$ cat src/shared/cmicg_defs.vh
// Purpose: constants for the can mode, interrupt and clock-gate wrapper
// Assumes: 32-bit axi4-lite register bus, word aligned registers
// Notes: offsets are byte addresses
`ifndef CMICG_DEFS_VH
`define CMICG_DEFS_VH

// register byte offsets
`define CMICG_OFS_CTRL      5'h00
`define CMICG_OFS_MODE_REQ  5'h04
`define CMICG_OFS_STATUS    5'h08
`define CMICG_OFS_GRP_FLAG  5'h0C
`define CMICG_OFS_GRP_CLR   5'h10
`define CMICG_OFS_SCI_FLAG  5'h14
`define CMICG_OFS_IRQ_STAT  5'h18
`define CMICG_OFS_IRQ_MASK  5'h1C

// controller modes
`define CMICG_MODE_W        2
`define CMICG_MODE_OPER     2'h0
`define CMICG_MODE_CONFIG   2'h1
`define CMICG_MODE_HALT     2'h2
`define CMICG_MODE_SLEEP    2'h3

// reset values
`define CMICG_CTRL_RST      1'h1
`define CMICG_MASK_RST      2'h0

// axi responses
`define CMICG_RESP_OKAY     2'h0
`define CMICG_RESP_SLVERR   2'h2

`endif

$ cat src/core/cmicg_core.v
// Purpose: control wrapper of a can controller: mode, interrupt routing, clock gate
// Assumes: aclk 200 MHz, synchronous active-low aresetn, axi4-lite slave
// Notes: registers are ctrl, mode request, status, group flags/clear, class b flags,
// Notes: and an own sticky event status with a mask driving irq
`timescale 1ns/1ps
`include "cmicg_defs.vh"

module cmicg_core #(
	parameter N_SRC = 4
) (
	input  wire             aclk,
	input  wire             aresetn,
	input  wire [4:0]       s_axi_awaddr,
	input  wire             s_axi_awvalid,
	output wire             s_axi_awready,
	input  wire [31:0]      s_axi_wdata,
	input  wire [3:0]       s_axi_wstrb,
	input  wire             s_axi_wvalid,
	output wire             s_axi_wready,
	output reg  [1:0]       s_axi_bresp,
	output reg              s_axi_bvalid,
	input  wire             s_axi_bready,
	input  wire [4:0]       s_axi_araddr,
	input  wire             s_axi_arvalid,
	output wire             s_axi_arready,
	output reg  [31:0]      s_axi_rdata,
	output reg  [1:0]       s_axi_rresp,
	output reg              s_axi_rvalid,
	input  wire             s_axi_rready,
	input  wire [N_SRC-1:0] can_irq_src,
	input  wire             can_mode_ack,
	output reg  [1:0]       can_mode,
	output wire             can_clk_en,
	output wire [N_SRC-1:0] group_edge_irq_req,
	output wire             soft_cfg_irq_b_req,
	output wire             dma_trigger,
	output wire             irq
);

	// register state
	reg              module_stop_reg;
	reg  [1:0]       mode_req_reg;
	reg  [N_SRC-1:0] src_prev_reg;
	reg  [N_SRC-1:0] group_edge_irq_status_flag_reg;
	reg  [N_SRC-1:0] soft_cfg_irq_b_status_flag_reg;
	reg  [1:0]       irq_stat_reg;
	reg  [1:0]       irq_mask_reg;
	reg  [4:0]       awaddr_reg;
	reg  [31:0]      wdata_reg;
	reg  [3:0]       wstrb_reg;
	reg              aw_held_reg;
	reg              w_held_reg;

	wire [N_SRC-1:0] src_rise;
	wire             wr_fire;
	wire             rd_fire;
	wire [4:0]       wr_addr;
	wire [31:0]      wr_data;
	wire [3:0]       wr_strb;
	wire [N_SRC-1:0] grp_clr;
	wire             stat_rd;
	wire [1:0]       evt;
	wire             mode_take;
	wire             wr_ok;
	wire             ctrl_wr;
	wire             mode_wr;
	wire             mask_wr;
	wire             clr_wr;
	reg  [31:0]      rd_data;
	reg              rd_err;

	// true when the byte offset is a mapped register
	function mapped;
		input [4:0] a;
		begin
			mapped = (a[1:0] == 2'h0);
		end
	endfunction

	// one accepted write of byte zero to the given offset
	function wr_sel;
		input       fire;
		input       strb0;
		input [4:0] a;
		input [4:0] ofs;
		begin
			wr_sel = fire && strb0 && (a == ofs);
		end
	endfunction

	// rising edges of the controller's request lines
	assign src_rise = can_irq_src & ~src_prev_reg;

	// grouped edge line carries each newly detected edge, class b a level of any source
	assign group_edge_irq_req = src_rise;
	assign soft_cfg_irq_b_req = |can_irq_src;
	// can sources have no path into dtc or dma activation
	assign dma_trigger = 1'b0;

	// controller clock only while module stop is released
	assign can_clk_en = ~module_stop_reg;

	// axi write path
	// each half refused while it is held or while the response waits
	assign s_axi_awready = ~aw_held_reg & ~s_axi_bvalid;
	assign s_axi_wready  = ~w_held_reg & ~s_axi_bvalid;

	// a held half stands in for the live bus
	assign wr_addr = aw_held_reg ? awaddr_reg : s_axi_awaddr;
	assign wr_data = w_held_reg ? wdata_reg : s_axi_wdata;
	assign wr_strb = w_held_reg ? wstrb_reg : s_axi_wstrb;

	// both halves present and no response outstanding
	assign wr_fire = ~s_axi_bvalid & (aw_held_reg | s_axi_awvalid)
		& (w_held_reg | s_axi_wvalid);

	// response code: aligned and inside the map
	assign wr_ok = mapped(wr_addr) && (wr_addr <= `CMICG_OFS_IRQ_MASK);

	// per-register write strobes, all fields sit in byte zero
	assign ctrl_wr = wr_sel(wr_fire, wr_strb[0], wr_addr, `CMICG_OFS_CTRL);
	assign mode_wr = wr_sel(wr_fire, wr_strb[0], wr_addr, `CMICG_OFS_MODE_REQ);
	assign mask_wr = wr_sel(wr_fire, wr_strb[0], wr_addr, `CMICG_OFS_IRQ_MASK);
	assign clr_wr  = wr_sel(wr_fire, wr_strb[0], wr_addr, `CMICG_OFS_GRP_CLR);

	// address and data taken in either order, response after both
	always @(posedge aclk) begin
		if (!aresetn) begin
			aw_held_reg  <= 1'b0;
			w_held_reg   <= 1'b0;
			awaddr_reg   <= 5'h00;
			wdata_reg    <= 32'h00000000;
			wstrb_reg    <= 4'h0;
			s_axi_bvalid <= 1'b0;
			s_axi_bresp  <= `CMICG_RESP_OKAY;
		end else begin
			if (wr_fire) begin
				aw_held_reg  <= 1'b0;
				w_held_reg   <= 1'b0;
				s_axi_bvalid <= 1'b1;
				s_axi_bresp  <= wr_ok ? `CMICG_RESP_OKAY : `CMICG_RESP_SLVERR;
			end else begin
				if (s_axi_awvalid && s_axi_awready) begin
					aw_held_reg <= 1'b1;
					awaddr_reg  <= s_axi_awaddr;
				end
				if (s_axi_wvalid && s_axi_wready) begin
					w_held_reg <= 1'b1;
					wdata_reg  <= s_axi_wdata;
					wstrb_reg  <= s_axi_wstrb;
				end
				if (s_axi_bvalid && s_axi_bready) begin
					s_axi_bvalid <= 1'b0;
				end
			end
		end
	end

	// one written to a group clear bit acknowledges that source
	assign grp_clr = clr_wr ? wr_data[N_SRC-1:0] : {N_SRC{1'b0}};

	// module stop: set by reset, released only by software
	always @(posedge aclk) begin
		if (!aresetn) begin
			module_stop_reg <= `CMICG_CTRL_RST;
		end else if (ctrl_wr) begin
			module_stop_reg <= wr_data[0];
		end
	end

	// requested mode: sleep after reset, writes ignored while the clock is stopped
	always @(posedge aclk) begin
		if (!aresetn) begin
			mode_req_reg <= `CMICG_MODE_SLEEP;
		end else if (mode_wr && !module_stop_reg) begin
			mode_req_reg <= wr_data[1:0];
		end
	end

	// interrupt mask, same layout as the event status
	always @(posedge aclk) begin
		if (!aresetn) begin
			irq_mask_reg <= `CMICG_MASK_RST;
		end else if (mask_wr) begin
			irq_mask_reg <= wr_data[1:0];
		end
	end

	// a mode is accepted only while the controller clock runs
	assign mode_take = can_mode_ack & ~module_stop_reg;

	// controller stays in sleep after reset until a new mode is acknowledged
	always @(posedge aclk) begin
		if (!aresetn) begin
			can_mode <= `CMICG_MODE_SLEEP;
		end else if (mode_take) begin
			can_mode <= mode_req_reg;
		end
	end

	// previous level of each request line, idle low after reset
	always @(posedge aclk) begin
		if (!aresetn) begin
			src_prev_reg <= {N_SRC{1'b0}};
		end else begin
			src_prev_reg <= can_irq_src;
		end
	end

	// group flags: set on a rising edge, cleared by a one; set beats clear
	always @(posedge aclk) begin
		if (!aresetn) begin
			group_edge_irq_status_flag_reg <= {N_SRC{1'b0}};
		end else begin
			group_edge_irq_status_flag_reg <=
				(group_edge_irq_status_flag_reg & ~grp_clr) | src_rise;
		end
	end

	// class b flags: never cleared by hardware; only record, never gate requests
	always @(posedge aclk) begin
		if (!aresetn) begin
			soft_cfg_irq_b_status_flag_reg <= {N_SRC{1'b0}};
		end else begin
			soft_cfg_irq_b_status_flag_reg <=
				soft_cfg_irq_b_status_flag_reg | can_irq_src;
		end
	end

	// own event status: bit0 any group edge, bit1 accepted mode acknowledge; read clears
	assign evt     = {mode_take, |src_rise};
	assign rd_fire = s_axi_arvalid & s_axi_arready;
	assign stat_rd = rd_fire && s_axi_araddr == `CMICG_OFS_IRQ_STAT;

	// a read clears the status, an event in the same cycle still sets it
	always @(posedge aclk) begin
		if (!aresetn) begin
			irq_stat_reg <= 2'h0;
		end else begin
			irq_stat_reg <= (stat_rd ? 2'h0 : irq_stat_reg) | evt;
		end
	end

	// level interrupt while any unmasked event is pending
	assign irq = |(irq_stat_reg & irq_mask_reg);

	// axi read path
	assign s_axi_arready = ~s_axi_rvalid;

	// read data selection; unmapped offsets read zero with an error response
	always @* begin
		rd_data = 32'h00000000;
		rd_err  = 1'b0;
		case (s_axi_araddr)
			`CMICG_OFS_CTRL: begin
				rd_data[0] = module_stop_reg;
			end
			`CMICG_OFS_MODE_REQ: begin
				rd_data[1:0] = mode_req_reg;
			end
			`CMICG_OFS_STATUS: begin
				rd_data[1:0] = can_mode;
			end
			`CMICG_OFS_GRP_FLAG: begin
				rd_data[N_SRC-1:0] = group_edge_irq_status_flag_reg;
			end
			`CMICG_OFS_GRP_CLR: begin
				rd_data = 32'h00000000;
			end
			`CMICG_OFS_SCI_FLAG: begin
				rd_data[N_SRC-1:0] = soft_cfg_irq_b_status_flag_reg;
			end
			`CMICG_OFS_IRQ_STAT: begin
				rd_data[1:0] = irq_stat_reg;
			end
			`CMICG_OFS_IRQ_MASK: begin
				rd_data[1:0] = irq_mask_reg;
			end
			default: begin
				rd_err = 1'b1;
			end
		endcase
	end

	// read answer one cycle after the address is taken
	always @(posedge aclk) begin
		if (!aresetn) begin
			s_axi_rvalid <= 1'b0;
			s_axi_rdata  <= 32'h00000000;
			s_axi_rresp  <= `CMICG_RESP_OKAY;
		end else if (rd_fire) begin
			s_axi_rvalid <= 1'b1;
			s_axi_rdata  <= rd_data;
			s_axi_rresp  <= rd_err ? `CMICG_RESP_SLVERR : `CMICG_RESP_OKAY;
		end else if (s_axi_rready) begin
			s_axi_rvalid <= 1'b0;
		end
	end

endmodule

$ cat config.mk
export PLATFORM = sky130hd
export DESIGN_NAME = cmicg_core
export DESIGN_NICKNAME = d
export VERILOG_FILES = /design/src/core/cmicg_core.v
export VERILOG_INCLUDE_DIRS = /design/src /design/src/shared
export SDC_FILE = /design/constraint.sdc
export NUM_CORES = 1
export LEC_CHECK = 0
export BUFFER_PORTS_ARGS = -buffer_cell sky130_fd_sc_hd__buf_2
export CAP_MARGIN = 5
export CORE_AREA = 2 2 75 77
export CTS_CLUSTER_DIAMETER = 50
export DETAILED_ROUTE_END_ITERATION = 10
export DIE_AREA = 0 0 77 79
export PLACE_DENSITY = 0.82
export SLEW_MARGIN = 0
export SYNTH_ARGS = -nofsm -noshare
export SYNTH_HDL_FRONTEND = slang
export SYNTH_SLANG_ARGS = --single-unit
export TNS_END_PERCENT = 10
$ cat constraint.sdc
create_clock -name aclk -period 1.65 [get_ports aclk]
set_clock_uncertainty 0.2 [all_clocks]
set_input_delay 0.33 -clock aclk [delete_from_list [all_inputs] [get_ports aclk]]
set_output_delay 0.33 -clock aclk [all_outputs]
set_load 0.1 [all_outputs]
==> impl_metrics.csv, run 1 <==
group,metric,value,unit
timing,rsz0062_at_grt,"yes",
timing,min_period_over_period,104,%
power_and_ir_drop,internal_power,1.76,mW
critical_path,crit_path_start_kind,"flop",
die,core,5340,um2
global_routing,grt_pass1_vias,1839,
global_routing,grt_use_met1,19.1,%
min_path,min_path_cells,3,
run_status,violations,"setup timing",
detailed_routing,via_per_inst,4.85,
clocking,insertion_delay,0.31,ns
power_and_ir_drop,switchingPower,1.15,mW
detailed_routing,totalWireLength,4910,um
timing,fin_crit,1.72,ns
synthesis,synth_edf_count,0,
global_routing,gr-usage-met2,29.5,%
die,die_w,77,um
critical_path,crit_required,1.69,ns
detailed_routing,first_pass_iters,5,
clocking,ctsRootBufferMaster,"clkbuf_8",
cells_and_area,layout_commonest_cell,"dfxtp_1",
synthesis,yosys_warnings,0,
synthesis,yosys.area.top_type,"dfxtp_1",
global_routing,antenna_found_initial,0,
place,place_congestion,0.894,
critical_path,crit_arrival,1.76,ns
place,dpl.hpwl,3650,um
power_and_ir_drop,ir_worst_vdd,0.000522,V
detailed_routing,vias,1874,
power_and_ir_drop,switching_share,39.5,%
critical_path,timing.rr.start,"aw_held_reg$_SDFFE_PP0P_",
min_path,holdCritPathClass,"in2reg",
clocking,cts_tree,"yes",
timing,max_freq,580,MHz
clocking,cts_sinks,41,
cells_and_area,largest_reg_flops,5,
detailed_routing,antenna_left,0,
die,io_pins,109,
critical_path,rr_worst_depth,4,
cells_and_area,fill_cells,482,
die,fp-row-count,27,
die,die_area,6080,um2
cells_and_area,nets,371,
global_routing,busiest_layer,"met2",
timing,report.final.setup_viol,5,
power_and_ir_drop,p_clk_share,29.0,%
clocking,cts.path.max_buffers,2,
min_path,holdCritStartpoint,"s_axi_wdata[3]",
power_and_ir_drop,leakage,1.33,nW
cells_and_area,final_cell_mix,"dfxtp_1, nor2_1, conb_1, buf_2, buf_4",
timing,finalHoldViolCount,0,
synthesis,synth_top_family_by_area,"simple AND/OR/NAND/NOR gates",
cells_and_area,area_growth,34.5,%
global_routing,grt_max_degree,19,
detailed_routing,first_iter_violations,126,
place,post-place-ws,-0.189,ns
global_routing,grt_pass1_wl,8160,um
timing,whs,0.0653,ns
synthesis,synth_area,2120,um2
critical_path,r2r_setup_slack,-0.07,ns
synthesis,synth_top_area_share,38.7,%
global_routing,overflow,0,
synthesis,synthArstFlopShare,0,%
cells_and_area,drive_gt1_share,34.4,%
power_and_ir_drop,power_density,1020,nW/um2
job,maxCapViolCount,0,
timing,setup_tns,-0.151,ns
cells_and_area,multi_input_area,1180,um2
synthesis,synth_mux_area_share,14.4,%
power_and_ir_drop,finalPower,2.91,mW
min_path,min_to,"wdata_reg[3]$_SDFFE_PN0P_",
critical_path,endpoint_kind,"flop",
die,die_h,79,um
clocking,htreeDepth,2,
place,dp.cells,377,
detailed_routing,route.detailed.drc,0,
critical_path,path_class,"reg2reg",
place,dpl_cell_area,2670,um2
cells_and_area,stdcell_count,386,
cells_and_area,final_util,53.5,%
critical_path,crit_fanout,7,
synthesis,synth-simple-area-share,22.6,%
power_and_ir_drop,p_seq_share,37.3,%
timing,setup_slack,-0.0734,ns
clocking,clkTransAtPathRegs,0.09,ns
synthesis,synthCells,241,
timing,slew_viol_final,0,
synthesis,synth_seq_area_share,38.7,%
place,io_buffer_count,46,
synthesis,synthFlopType,"dfxtp_1",
power_and_ir_drop,p_comb_share,33.7,%
global_routing,grt_use_met3,5.11,%
synthesis,syn_avg_cell_area,8.81,um2
synthesis,synth_xor_area_share,0,%
synthesis,ys_seq_elements,41,
run_status,status,"finished, violations left",
clocking,numCtsBuffers,5,
global_routing,grtUsageTotal,16.9,%
synthesis,ys_types,39,
die,initial_core_util,39.8,%
cells_and_area,n_antenna_cell,0,
synthesis,synth_area_leaders,"dfxtp_1, mux2i_1, buf_4, nor2_1, a21oi_1",
synthesis,synth_fa_ha_area_share,0,%
cells_and_area,design_area,2860,um2
detailed_routing,wl_per_cell,12.7,um
synthesis,synth-compound-area-share,9.96,%
critical_path,timing.rr.end,"irq_mask_reg[0]$_SDFFE_PN0P_",
cells_and_area,seq_area,831,um2
## power by group through the flow
stage	Sequential, mW	Clock, mW	Combinational [mW]
6_report	1.08	0.842	0.979
4_1_cts	1.08	0.852	0.960
2_1_floorplan	1.17	0	0.707
3_5_place_dp	1.10	0	0.952
5_1_grt	1.09	0.890	1.02
3_3_place_gp	1.10	0	0.941
## worst max-delay path by stage
stage | startpoint | endpoint | slack (ns) | cells after the start
after floorplan | can_mode[0]$_SDFFE_PN1P_ | s_axi_rdata[0]$_SDFFE_PN0N_ | -0.14 | 4
after global placement | aw_held_reg$_SDFFE_PP0P_ | irq_mask_reg[1]$_SDFFE_PN0P_ | -0.14 | 4
after detailed placement | aw_held_reg$_SDFFE_PP0P_ | irq_mask_reg[0]$_SDFFE_PN0P_ | -0.19 | 4
after CTS | aw_held_reg$_SDFFE_PP0P_ | irq_mask_reg[0]$_SDFFE_PN0P_ | -0.08 | 4
after global routing | aw_held_reg$_SDFFE_PP0P_ | irq_mask_reg[0]$_SDFFE_PN0P_ | -0.14 | 4
final | aw_held_reg$_SDFFE_PP0P_ | irq_mask_reg[0]$_SDFFE_PN0P_ | -0.07 | 4
## final cells by class
| class | instances | area share, % |
|---|---|---|
| inverters | 7 | 0.920 |
| clock buffers | 5 | 2.41 |
| multi-input cells | 184 | 41.3 |
| clock inverters | 3 | 1.62 |
| flip-flops and latches | 41 | 29.1 |
| well taps | 72 | 3.16 |
| repair buffers | 74 | 21.5 |
## repair_timing
item                       in CTS  in global routing
setup buffers                   0                  1
setup endpoints to repair      12                 20
gates resized for setup         7                 11
pin swaps                       2                  0
hold buffers                    0                  0
## Yosys cell counts, types with 3 or more instances
| cell | count |
|---|---|
| a21oi_1 | 15 |
| a31oi_1 | 4 |
| and2_1 | 5 |
| buf_4 | 32 |
| clkbuf_1 | 5 |
| dfxtp_1 | 41 |
| inv_1 | 6 |
| mux2_2 | 3 |
| mux2i_1 | 25 |
| nand2_1 | 13 |
| nand2b_1 | 4 |
| nand3b_1 | 3 |
| nand4_1 | 3 |
| nor2_1 | 36 |
| nor2b_1 | 8 |
| nor3_1 | 5 |
| o21ai_0 | 8 |
## logic make-up (layout without fill, tap and decap cells)
| family | Yosys count | in the layout |
|---|---|---|
| compound gates | 35 | 35 |
| buf+inv | 46 | 89 |
| flops | 41 | 41 |
| mux | 29 | 29 |
| other cells | 1 | 31 |
| simple gates | 89 | 89 |
## critical path: stages, from the launching register on
cell and delay (ns):
dfxtp_4 0.37, mux2i_1 0.14, or4_4 0.55, nor3_4 0.17, mux2i_1 0.21
## layer usage
metal | vias up | wire length (um) | part of all wire [%]
li1 | 918 | - | -
met2 | 66 | 2440 | 50
met5 | - | 0 | 0
met4 | 0 | 93 | 1.9
met1 | 880 | 2050 | 42
met3 | 10 | 328 | 6.7
No activity file was read; power rests on OpenSTA's default activity.
==> run 2: changes to the inputs <==
--- a/config.mk
+++ b/config.mk
@@ -8,11 +8,11 @@
 export LEC_CHECK = 0
 export BUFFER_PORTS_ARGS = -buffer_cell sky130_fd_sc_hd__buf_2
 export CAP_MARGIN = 5
-export CORE_AREA = 2 2 75 77
+export CORE_AREA = 8 8 75 77
 export CTS_CLUSTER_DIAMETER = 50
 export DETAILED_ROUTE_END_ITERATION = 10
-export DIE_AREA = 0 0 77 79
-export PLACE_DENSITY = 0.82
+export DIE_AREA = 0 0 83 85
+export PLACE_DENSITY = 0.91
 export SLEW_MARGIN = 0
 export SYNTH_ARGS = -nofsm -noshare
 export SYNTH_HDL_FRONTEND = slang
==> constraint.sdc (replaced) <==
create_clock -name aclk -period 2 [get_ports aclk]
set_clock_uncertainty 0.2 [all_clocks]
set_input_delay 0.4 -clock aclk [delete_from_list [all_inputs] [get_ports aclk]]
set_output_delay 0.4 -clock aclk [all_outputs]
set_load 0.1 [all_outputs]
==> run 2 against run 1 <==
Compared with the run above: the run now ends clean; first-iteration DRC count fell by 30%; core utilization rose by 2.5 points; sequential share of layout area rose by 3.3 points; combinational power fell by 25%; sequential cell count did not move; critical endpoint is now soft_cfg_irq_b_req.
==> impl_metrics.csv, run 2 (synthesis gave the netlist of run 1 again) <==
group,metric,value,unit
run_status,status,"complete, no violations",
detailed_routing,first_iter_violations,88,
timing,finalHoldViolCount,0,
die,die_area,7060,um2
place,post-place-ws,0.0689,ns
clocking,cts_sinks,41,
place,dpl.hpwl,4140,um
place,io_buffer_count,46,
clocking,htreeDepth,2,
detailed_routing,wl_per_cell,15.5,um
cells_and_area,final_cell_mix,"buf_2, dfxtp_1, nor2_1, conb_1, mux2i_1",
clocking,cts_tree,"yes",
detailed_routing,totalWireLength,5420,um
timing,whs,0.145,ns
clocking,numCtsBuffers,5,
critical_path,endpoint_kind,"output pin",
die,initial_core_util,46.8,%
detailed_routing,antenna_left,0,
power_and_ir_drop,p_comb_share,31.5,%
timing,max_freq,514,MHz
die,die_h,85,um
cells_and_area,largest_reg_flops,5,
timing,min_period_over_period,97.2,%
detailed_routing,via_per_inst,5.16,
cells_and_area,final_util,56.0,%
critical_path,path_class,"in2out",
cells_and_area,drive_gt1_share,26.7,%
clocking,insertion_delay,0.31,ns
critical_path,crit_arrival,1.34,ns
power_and_ir_drop,switching_share,39.0,%
cells_and_area,n_antenna_cell,0,
cells_and_area,fill_cells,405,
global_routing,antenna_found_initial,0,
cells_and_area,layout_commonest_cell,"buf_2",
power_and_ir_drop,internal_power,1.42,mW
detailed_routing,first_pass_iters,4,
critical_path,crit_fanout,2,
timing,slew_viol_final,0,
power_and_ir_drop,leakage,1.19,nW
detailed_routing,route.detailed.drc,0,
min_path,holdCritPathClass,"in2reg",
cells_and_area,stdcell_count,350,
timing,rsz0062_at_grt,"no",
detailed_routing,vias,1806,
critical_path,crit_required,1.40,ns
power_and_ir_drop,power_density,918,nW/um2
cells_and_area,nets,353,
die,die_w,83,um
critical_path,crit_top_cell,"buf_2",
place,dp.cells,342,
global_routing,grt_pass1_wl,8910,um
cells_and_area,area_growth,19.7,%
critical_path,crit_path_start_kind,"input port",
timing,fin_crit,1.94,ns
global_routing,overflow,0,
power_and_ir_drop,finalPower,2.33,mW
timing,report.final.setup_viol,0,
power_and_ir_drop,p_seq_share,38.4,%
power_and_ir_drop,p_clk_share,30.1,%
global_routing,grtUsageTotal,15.2,%
die,core,4540,um2
timing,setup_tns,0,ns
die,io_pins,109,
power_and_ir_drop,switchingPower,0.910,mW
place,place_congestion,0.903,
critical_path,path_cells,"buf_2 -> or4_1 -> buf_2",
die,fp-row-count,25,
power_and_ir_drop,ir_worst_vdd,0.000529,V
clocking,ctsRootBufferMaster,"clkbuf_8",
cells_and_area,design_area,2540,um2
global_routing,grt_pass1_vias,1918,
clocking,clkTransAtPathRegs,0.08,ns
critical_path,critPathSlowestCell,"or4_1",
clocking,cts.path.max_buffers,2,
global_routing,grt_max_degree,19,
critical_path,max_stage_delay,0.51,ns
job,maxCapViolCount,0,
place,dpl_cell_area,2420,um2
timing,setup_slack,0.0561,ns
[run 2: critical path: cells and delay by family]
family / cells / cell delay, ns
buffers and inverters: 2 / 0.43
and+or+nand+nor: 1 / 0.51
[run 2: power by group through the flow]
stage | clock network, mW | logic, mW | registers (mW)
6_report | 0.702 | 0.735 | 0.896
5_1_grt | 0.746 | 0.766 | 0.900
4_1_cts | 0.710 | 0.731 | 0.894
3_5_place_dp | 0 | 0.726 | 0.913
3_3_place_gp | 0 | 0.714 | 0.909
2_1_floorplan | 0 | 0.579 | 0.964
[run 2: path summary, 6_finish.rpt]
| kind | slack, ns | endpoint | depth (start not counted) | start |
|---|---|---|---|---|
| setup / recovery | 0.06 | soft_cfg_irq_b_req | 3 | can_irq_src[1] |
| hold / removal | 0.14 | awaddr_reg[0]$_SDFFE_PN0P_ | 3 | s_axi_awaddr[0] |
| setup reg to reg | 0.20 | group_edge_irq_status_flag_reg[1]$_SDFF_PN0_ | 5 | aw_held_reg$_SDFFE_PP0P_ |
| hold reg to reg | 0.27 | s_axi_rdata[2]$_SDFFE_PN0N_ | 2 | s_axi_rdata[2]$_SDFFE_PN0N_ |
[run 2: per-layer routing]
metal / track usage, % / part of all wire [%]
met1: 15.5 / 40
met3: 6.70 / 8.0
met2: 25.2 / 49
met4: 9.42 / 3.0
met5: 0 / 0
[run 2: area by class of cell]
type,instances,area (um2),share of cell area (%)
sequential,41,825,32.4
inverter,7,26.3,1.03
multi-input combinational,184,1130,44.3
clock inverter,1,30.0,1.18
timing repair buffer,56,380,15.0
tap,54,67.6,2.66
clock buffer,7,86.3,3.40
[run 2: timing repair]
action	CTS	global route
hold endpoints to repair	0	0
resized for setup	0	2
setup endpoints to repair	0	2
hold buffers	0	0
buffers inserted	0	0
